## config.mk

```make
export PLATFORM = sky130hd
export DESIGN_NAME = scdluc_top
export DESIGN_NICKNAME = d
export VERILOG_FILES = /design/src/design/scdluc_pkg.sv /design/src/design/scdluc_top.sv
export SDC_FILE = /design/constraint.sdc
export NUM_CORES = 1
export LEC_CHECK = 0
export BUFFER_PORTS_ARGS = -buffer_cell sky130_fd_sc_hd__buf_2
export CAP_MARGIN = 20
export CORE_UTILIZATION = 35
export CTS_BUF_LIST = sky130_fd_sc_hd__clkbuf_8
export CTS_CLUSTER_DIAMETER = 200
export DETAILED_ROUTE_END_ITERATION = 16
export RECOVER_POWER = 25
export SYNTH_ARGS = -nofsm -noshare
export SYNTH_HDL_FRONTEND = slang
export SYNTH_SLANG_ARGS = --single-unit
```

## constraint.sdc

```tcl
create_clock -name CLOCK_IN -period 6.7 [get_ports CLOCK_IN]
set_input_delay 0.335 -clock CLOCK_IN [delete_from_list [all_inputs] [get_ports CLOCK_IN]]
set_output_delay 0.335 -clock CLOCK_IN [all_outputs]
set_load 0.01 [all_outputs]
```

## src/design/scdluc_pkg.sv

```systemverilog
package scdluc_pkg;
    // Channel organisation
    localparam int NUM_CH = 6;
    localparam int NUM_PAIR = 3;
    localparam int CODE_W = 12;
    localparam int LO_W = 8;
    localparam int HI_W = 4;
    localparam int CH_STRIDE = 2;

    // Register index layout inside the sixteen-location window
    localparam int IDX_LSB = 2;
    localparam int IDX_W = 4;
    localparam int SEL_LSB = 6;
    localparam int SEL_W = 6;
    localparam int ADDR_TOP = 12;
    localparam logic [IDX_W-1:0] DAC_LAST_IDX = 4'hB;
    localparam logic [IDX_W-1:0] UPD_LAST_IDX = 4'hC;

    // Base selection that gives a window at 300H
    localparam logic [SEL_W-1:0] FACTORY_BASE_SEL = 6'h30;

    // Strap bundle layout
    localparam int STRAP_W = 11;
    localparam int STRAP_SEL_LSB = 0;
    localparam int STRAP_WAIT = 6;
    localparam int STRAP_ZERO = 7;
    localparam int STRAP_PAIR_LSB = 8;

    // Values after reset
    localparam logic [STRAP_W-1:0] STRAP_RST = 11'h000;
    localparam logic [CODE_W-1:0] CODE_RST = 12'h000;
    localparam logic [LO_W-1:0] LO_RST = 8'h00;
    localparam logic [31:0] RDATA_RST = 32'h00000000;
    localparam logic HOLD_RST = 1'b1;

    // Bus answer phase
    typedef enum logic [1:0] {
        SCDLUC_IDLE,
        SCDLUC_WAIT,
        SCDLUC_ANSWER
    } scdluc_phase_e;
endpackage

```

## src/design/scdluc_top.sv

```systemverilog
// Behaviour
// - Low byte then high byte; output waits for high
// - Three pairs, one mode strap per pair
// - Simultaneous pairs update on read of 0..C
// - Window base from six switches against A9..A4
// - Optional single wait state, only for board
// - Zero power-up hold until high write, read
// - Low eight and high four bit locations
// - Sixteen locations, digital I/O takes last four
`timescale 1ns/1ps
module scdluc_top
    import scdluc_pkg::*;
(
    input wire logic CLOCK_IN, // 40 MHz clock
    input wire logic RESETN_IN, // Async reset, active low
    input wire logic PSEL_IN, // APB select
    input wire logic PENABLE_IN, // APB enable
    input wire logic PWRITE_IN, // APB direction, high for write
    input wire logic [31:0] PADDR_IN, // APB byte address
    input wire logic [31:0] PWDATA_IN, // APB write data
    input wire logic [3:0] PSTRB_IN, // APB byte strobes
    output logic [31:0] PRDATA_OUT, // APB read data
    output logic PREADY_OUT, // APB ready
    output logic PSLVERR_OUT, // APB error, address outside window
    input wire logic [scdluc_pkg::SEL_W-1:0] BASE_SWITCH_IN, // Base switch, A9..A4
    input wire logic WAIT_EN_IN, // Wait state strap
    input wire logic ZERO_POWERUP_IN, // High: zero hold, low: no hold, output follows output stage
    input wire logic [scdluc_pkg::NUM_PAIR-1:0] SIMUL_PAIR_IN, // High: pair simultaneous
    output logic [scdluc_pkg::CODE_W-1:0] DAC0_CODE_OUT, // Channel 0 output code
    output logic [scdluc_pkg::CODE_W-1:0] DAC1_CODE_OUT, // Channel 1 output code
    output logic [scdluc_pkg::CODE_W-1:0] DAC2_CODE_OUT, // Channel 2 output code
    output logic [scdluc_pkg::CODE_W-1:0] DAC3_CODE_OUT, // Channel 3 output code
    output logic [scdluc_pkg::CODE_W-1:0] DAC4_CODE_OUT, // Channel 4 output code
    output logic [scdluc_pkg::CODE_W-1:0] DAC5_CODE_OUT, // Channel 5 output code
    output logic [scdluc_pkg::NUM_CH-1:0] DAC_LOAD_OUT // Output stage load strobes
);
    import scdluc_pkg::*;

    logic [STRAP_W-1:0] strap_meta_reg;
    logic [STRAP_W-1:0] strap_sync_reg;
    logic [SEL_W-1:0] base_sel;
    logic wait_en;
    logic zero_mode;
    logic [NUM_PAIR-1:0] simul_pair;
    scdluc_phase_e phase_reg;
    logic pready_reg;
    logic [31:0] prdata_reg;
    logic pslverr_reg;
    logic setup;
    logic done;
    logic [IDX_W-1:0] idx;
    logic bus_hit;
    logic wr_lo_byte;
    logic upd_rd;
    logic hold_reg;
    logic hold_next;
    logic armed_reg;
    logic any_hi_wr;
    logic [LO_W-1:0] lo_reg [NUM_CH];
    logic [CODE_W-1:0] input_reg [NUM_CH];
    logic [CODE_W-1:0] latched_reg [NUM_CH];
    logic [CODE_W-1:0] latched_next [NUM_CH];
    logic [CODE_W-1:0] code_out_reg [NUM_CH];
    logic [NUM_CH-1:0] load_reg;
    logic [NUM_CH-1:0] hi_wr;

    // Address lies in the switch-selected window, word aligned
    function automatic logic in_window(input logic [31:0] addr, input logic [SEL_W-1:0] sel);
        in_window = (addr[31:ADDR_TOP] == '0) && (addr[SEL_LSB +: SEL_W] == sel)
            && (addr[IDX_LSB-1:0] == '0);
    endfunction

    // Straps come from board jumpers and pass two flip-flops
    always_ff @(posedge CLOCK_IN or negedge RESETN_IN) begin
        if (!RESETN_IN) begin
            strap_meta_reg <= STRAP_RST;
            strap_sync_reg <= STRAP_RST;
        end else begin
            strap_meta_reg <= {SIMUL_PAIR_IN, ZERO_POWERUP_IN, WAIT_EN_IN, BASE_SWITCH_IN};
            strap_sync_reg <= strap_meta_reg;
        end
    end

    // Synchronised strap fields
    assign base_sel = strap_sync_reg[STRAP_SEL_LSB +: SEL_W];
    assign wait_en = strap_sync_reg[STRAP_WAIT];
    assign zero_mode = strap_sync_reg[STRAP_ZERO];
    assign simul_pair = strap_sync_reg[STRAP_PAIR_LSB +: NUM_PAIR];

    // Bus decode of the current transfer
    assign setup = PSEL_IN && !PENABLE_IN;
    assign done = PSEL_IN && PENABLE_IN && (phase_reg == SCDLUC_ANSWER);
    assign idx = PADDR_IN[IDX_LSB +: IDX_W];
    assign bus_hit = in_window(PADDR_IN, base_sel);
    assign wr_lo_byte = PWRITE_IN && PSTRB_IN[0];
    assign upd_rd = done && bus_hit && !PWRITE_IN && (idx <= UPD_LAST_IDX);
    assign any_hi_wr = |hi_wr;

    // Answer phase: one wait state only for board accesses when strapped
    always_ff @(posedge CLOCK_IN or negedge RESETN_IN) begin
        if (!RESETN_IN) begin
            phase_reg <= SCDLUC_IDLE;
        end else begin
            case (phase_reg)
                SCDLUC_WAIT: begin
                    phase_reg <= SCDLUC_ANSWER;
                end
                default: begin
                    if (setup) begin
                        phase_reg <= (bus_hit && wait_en) ? SCDLUC_WAIT : SCDLUC_ANSWER;
                    end else begin
                        phase_reg <= SCDLUC_IDLE;
                    end
                end
            endcase
        end
    end

    // Ready flop tracks the answer phase, so the pin comes from a register
    always_ff @(posedge CLOCK_IN or negedge RESETN_IN) begin
        if (!RESETN_IN) begin
            pready_reg <= 1'b0;
        end else begin
            case (phase_reg)
                SCDLUC_WAIT: begin
                    pready_reg <= 1'b1;
                end
                default: begin
                    pready_reg <= setup && !(bus_hit && wait_en);
                end
            endcase
        end
    end

    // Read data and error captured at setup; digital I/O locations read zero
    always_ff @(posedge CLOCK_IN or negedge RESETN_IN) begin
        if (!RESETN_IN) begin
            prdata_reg <= RDATA_RST;
            pslverr_reg <= 1'b0;
        end else if (setup) begin
            pslverr_reg <= !bus_hit;
            prdata_reg <= RDATA_RST;
            if (bus_hit && !PWRITE_IN && (idx <= DAC_LAST_IDX)) begin
                if (idx[0]) begin
                    prdata_reg[HI_W-1:0] <= latched_reg[idx[IDX_W-1:1]][CODE_W-1:LO_W];
                end else begin
                    prdata_reg[LO_W-1:0] <= latched_reg[idx[IDX_W-1:1]][LO_W-1:0];
                end
            end
        end
    end

    assign PREADY_OUT = pready_reg;
    assign PRDATA_OUT = prdata_reg;
    assign PSLVERR_OUT = pslverr_reg;

    // Zero power-up hold: armed by a high write, released by a later read
    assign hold_next = hold_reg && !(armed_reg && upd_rd);
    always_ff @(posedge CLOCK_IN or negedge RESETN_IN) begin
        if (!RESETN_IN) begin
            hold_reg <= HOLD_RST;
            armed_reg <= 1'b0;
        end else begin
            hold_reg <= hold_next;
            if (any_hi_wr) begin
                armed_reg <= 1'b1;
            end
        end
    end

    // Per-channel double-buffered path
    for (genvar g = 0; g < NUM_CH; g++) begin : g_ch
        localparam logic [IDX_W-1:0] LO_IDX = IDX_W'(CH_STRIDE * g);
        localparam logic [IDX_W-1:0] HI_IDX = IDX_W'(CH_STRIDE * g + 1);
        localparam int PAIR = g / CH_STRIDE;
        logic lo_wr;
        logic [CODE_W-1:0] new_code;

        assign lo_wr = done && bus_hit && wr_lo_byte && (idx == LO_IDX);
        assign hi_wr[g] = done && bus_hit && wr_lo_byte && (idx == HI_IDX);
        assign new_code = {PWDATA_IN[HI_W-1:0], lo_reg[g]};

        // Output stage takes new code per the pair's mode strap
        always_comb begin
            latched_next[g] = latched_reg[g];
            if (!simul_pair[PAIR] && hi_wr[g]) begin
                latched_next[g] = new_code;
            end else if (simul_pair[PAIR] && upd_rd) begin
                latched_next[g] = input_reg[g];
            end
        end

        // Holding bytes and output stage
        always_ff @(posedge CLOCK_IN or negedge RESETN_IN) begin
            if (!RESETN_IN) begin
                lo_reg[g] <= LO_RST;
                input_reg[g] <= CODE_RST;
                latched_reg[g] <= CODE_RST;
                code_out_reg[g] <= CODE_RST;
                load_reg[g] <= 1'b0;
            end else begin
                if (lo_wr) begin
                    lo_reg[g] <= PWDATA_IN[LO_W-1:0];
                end
                if (hi_wr[g]) begin
                    input_reg[g] <= new_code;
                end
                latched_reg[g] <= latched_next[g];
                code_out_reg[g] <= (hold_next && zero_mode) ? CODE_RST : latched_next[g];
                load_reg[g] <= (!simul_pair[PAIR] && hi_wr[g])
                    || (simul_pair[PAIR] && upd_rd);
            end
        end
    end

    assign DAC0_CODE_OUT = code_out_reg[0];
    assign DAC1_CODE_OUT = code_out_reg[1];
    assign DAC2_CODE_OUT = code_out_reg[2];
    assign DAC3_CODE_OUT = code_out_reg[3];
    assign DAC4_CODE_OUT = code_out_reg[4];
    assign DAC5_CODE_OUT = code_out_reg[5];
    assign DAC_LOAD_OUT = load_reg;
endmodule

```

==> results.txt <==
status -> finished, violations left
failing checks -> capacitance limit, slew limit
Slew headroom -> -1.489
post-route ant nets -> 0
Top delay family on crit path -> buffers and inverters
synthesized area -> 13,760 um^2
routed vias -> 10,410
Clock Skew -> 24.79 ps
switching share of power -> 0.2331
worst-path maximum fanout -> 160
Die W -> 200.3 um
fin crit share -> 0.5587
fin worst setup slack -> 2957 ps
Starting Density -> 0.3553
drt wl/cell -> 21.57 um
slowest library cell on the worst path -> clkbuf_1
CTS Buf Count -> 50
final std cells w/o fill -> 1,886
Core Area -> 38,740 um^2
Post-Place Worst Slack -> 3146 ps
Detailed Routing Iterations Pass 1 -> 5
Worst Hold Class -> input pin to flop
Final setup viols -> 0
Worst Setup Start Kind -> input pin
Synth Flop Type -> dfrtp_1
Buf/Inv on CP -> 3
CTS tree -> yes
GPL Wtd Cong -> 0.8366
measured slew at the worst slew-check pin -> 3734 ps
Worst EP arrival -> 4310 ps
Pins Over Slew Limit -> 67
RR Startpoint -> phase_reg[0]
pin count of the biggest net entering global routing -> 161
unrepaired setup endpoints after global routing -> false
number of post-CTS setup repair buffers -> 0
hold_sp -> PWDATA_IN[7]
register area share after synthesis -> 0.5547
post-DR vias/cell -> 5.521
dpl hpwl -> 24,270 um
LEAKAGE -> 7.809 nW
Final Hold Viols -> 0
minimum clock period -> 3743 ps
post-cts resize count -> 0
first-pass GRT wire length -> 62,330 um
fraction of registers with async set/reset -> 1.000
critical path's largest stage delay -> 2600 ps
Hold-fix buffers, CTS -> 12
critical path launch point -> RESETN_IN
syn avg cell area -> 11.25 um^2
CP cell instances -> dlygate4sd3_1 -> clkbuf_1 -> buf_12
worst setup path class -> input pin to asynchronous set/reset pin
Int Pwr -> 2.908 mW
synthesis-to-layout area growth -> 15.92%
Gate power share -> 0.043
H-tree Lvls -> 2
Root Buffer -> clkbuf_8
Clock Path Buffers -> 3
FMAX -> 267.1 MHz
PnR Total Power -> 3.792 mW
synth unique cells -> 43
Post-Place Cells -> 1,781
WHS -> 225.7 ps
clock sinks -> 305
Port Buf Inserts -> 144
drt drc -> 0
Setup crit end kind -> asynchronous set/reset pin
Reg power frac -> 0.489
Routed WL -> 40,680 um
PD cells -> 237.7 nW/um^2
Clk pwr share -> 0.469
total grt overflow -> 0
Worst VDD drop -> 116.0 uV
initial antenna violation count -> 4
All-Layer GR Usage -> 0.2003
EDFF count, synth -> 0
initial drt markers -> 796
Clock Latency Late Sink -> 590 ps
Worst Path Required -> 7270 ps
Sum Neg Setup Slack -> 0 ps
die area -> 40,120 um^2
max-cap viol count -> 1
FP Rows -> 72
vias in the first global route -> 10,440
I/O pin total -> 196
Psw -> 883.9 uW
die height -> 200.3 um
Synth Instances -> 1,223
share of cells above drive strength 1 -> 0.2685
Ys Warns -> 0
clk slew on worst S/H paths -> 60 ps
Post-layout nets -> 1,412
synthesis-stage register bit count -> 305
==> final timing paths <==
kind | end | slack (ps) | cells past startpoint
max | latched_reg[61] | 2960 | 3
min | g_ch[2].new_code[7] | 230 | 2
max reg2reg | DAC1_CODE_OUT[4] | 3120 | 6
min reg2reg | strap_sync_reg[7] | 350 | 0
max in group CLOCK_IN | DAC1_CODE_OUT[4] | 3120 | 6
min in group asynchronous | DAC5_CODE_OUT[6] | 1580 | 2
==> routing by layer <==
metal	routed length (um)	global-route usage	vias to the layer above
met3	2674	0.04182	80
li1	-	-	4734
met5	27	0	-
met4	1069	0.06679	4
met1	17920	0.2758	5237
met2	18990	0.3140	358
==> power groups by stage <==
stage / clock [mW] / sequential, mW / combinational, mW
global placement: 0 / 1.89 / 0.155
global route: 1.90 / 1.85 / 0.177
finish: 1.78 / 1.85 / 0.162
CTS: 1.82 / 1.85 / 0.162
detailed placement: 0 / 1.89 / 0.156
floorplan: 0 / 1.89 / 0.0747
==> cells by family after synthesis <==
group / after synthesis / share of synthesized area
AOI/OAI and AO/OA: 334 / 0.1617
xor gates and xnor gates: 6 / 0.003818
buffers and inverters: 150 / 0.05110
DFF: 305 / 0.5547
muxes: 152 / 0.1215
other: 1 / 0.0002725
and+or+nand+nor: 275 / 0.1070
==> worst reg2reg max path, cell delays in order, from the launching register on <==
cell and delay [ps]:
dfrtp_1 360, and4b_1 850, buf_4 400, nand4_1 580, or4_1 910, nor2_1 240, nor3_1 90
==> cell usage after synthesis (2+ instances only) <==
master,instances,area [um^2]
a2111oi_0,24,210.2
a21oi_1,123,615.6
a22oi_1,8,60.06
a31oi_1,51,319.1
and2_1,26,162.7
and3_1,4,25.02
buf_1,10,37.54
buf_2,28,140.1
buf_4,26,195.2
clkbuf_1,82,307.8
dfrtp_1,304,7607
inv_1,3,11.26
mux2_2,120,1351
mux2i_1,32,320.3
nand2_1,28,105.1
nand3_1,11,55.05
nand3_2,6,60.06
nand4_1,12,75.07
nand4b_1,28,245.2
nor2_1,104,390.4
nor2b_1,6,37.54
nor3_1,26,130.1
nor3b_1,2,15.01
nor4_1,6,37.54
nor4_2,2,25.02
o211ai_1,5,37.54
o21ai_0,25,125.1
o22ai_1,48,300.3
o41a_1,47,529.3
or4_1,8,60.06
xnor2_1,6,52.55
==> stage by stage <==
| stage | instance area (um^2) | utilization |
|---|---|---|
| 2_1_floorplan | 13850 | - |
| 3_3_place_gp | 14710 | 0.3798 |
| 3_5_place_dp | 14710 | 0.3798 |
| 4_1_cts | 15950 | 0.4117 |
| 5_1_grt | 15950 | 0.4118 |
| 6_report | 15950 | 0.4118 |
==> final cells by class <==
class	count	area, um^2
clock inverters	23	177.7
flip-flops and latches	305	7634
fillers	3725	22780
inverters	3	11.26
well taps	518	648.1
repair buffers	177	1017
multi-input cells	791	5527
diodes	1	2.502
clock buffers	68	935.9
==> cell usage in the layout, fill, tap and decap left out, types with 5 or more instances in the layout <==
cell type / netlist / routed
a2111oi_0: 24 / 24
a21oi_1: 123 / 123
a22oi_1: 8 / 8
a31oi_1: 51 / 51
and2_1: 26 / 26
buf_2: 28 / 135
buf_4: 26 / 18
clkbuf_1: 82 / 9
clkbuf_8: 0 / 68
clkinv_2: 0 / 7
conb_1: 1 / 24
dfrtp_1: 304 / 304
dlygate4sd3_1: 0 / 12
inv_1: 3 / 15
mux2_2: 120 / 120
mux2i_1: 32 / 32
nand2_1: 28 / 28
nand3_1: 11 / 11
nand3_2: 6 / 6
nand4_1: 12 / 12
nand4b_1: 28 / 28
nor2_1: 104 / 104
nor2b_1: 6 / 6
nor3_1: 26 / 26
nor4_1: 6 / 5
o211ai_1: 5 / 5
o21ai_0: 25 / 25
o22ai_1: 48 / 48
o41a_1: 47 / 47
or4_1: 8 / 8
xnor2_1: 6 / 6
No activity file was read; power rests on OpenSTA's default activity.
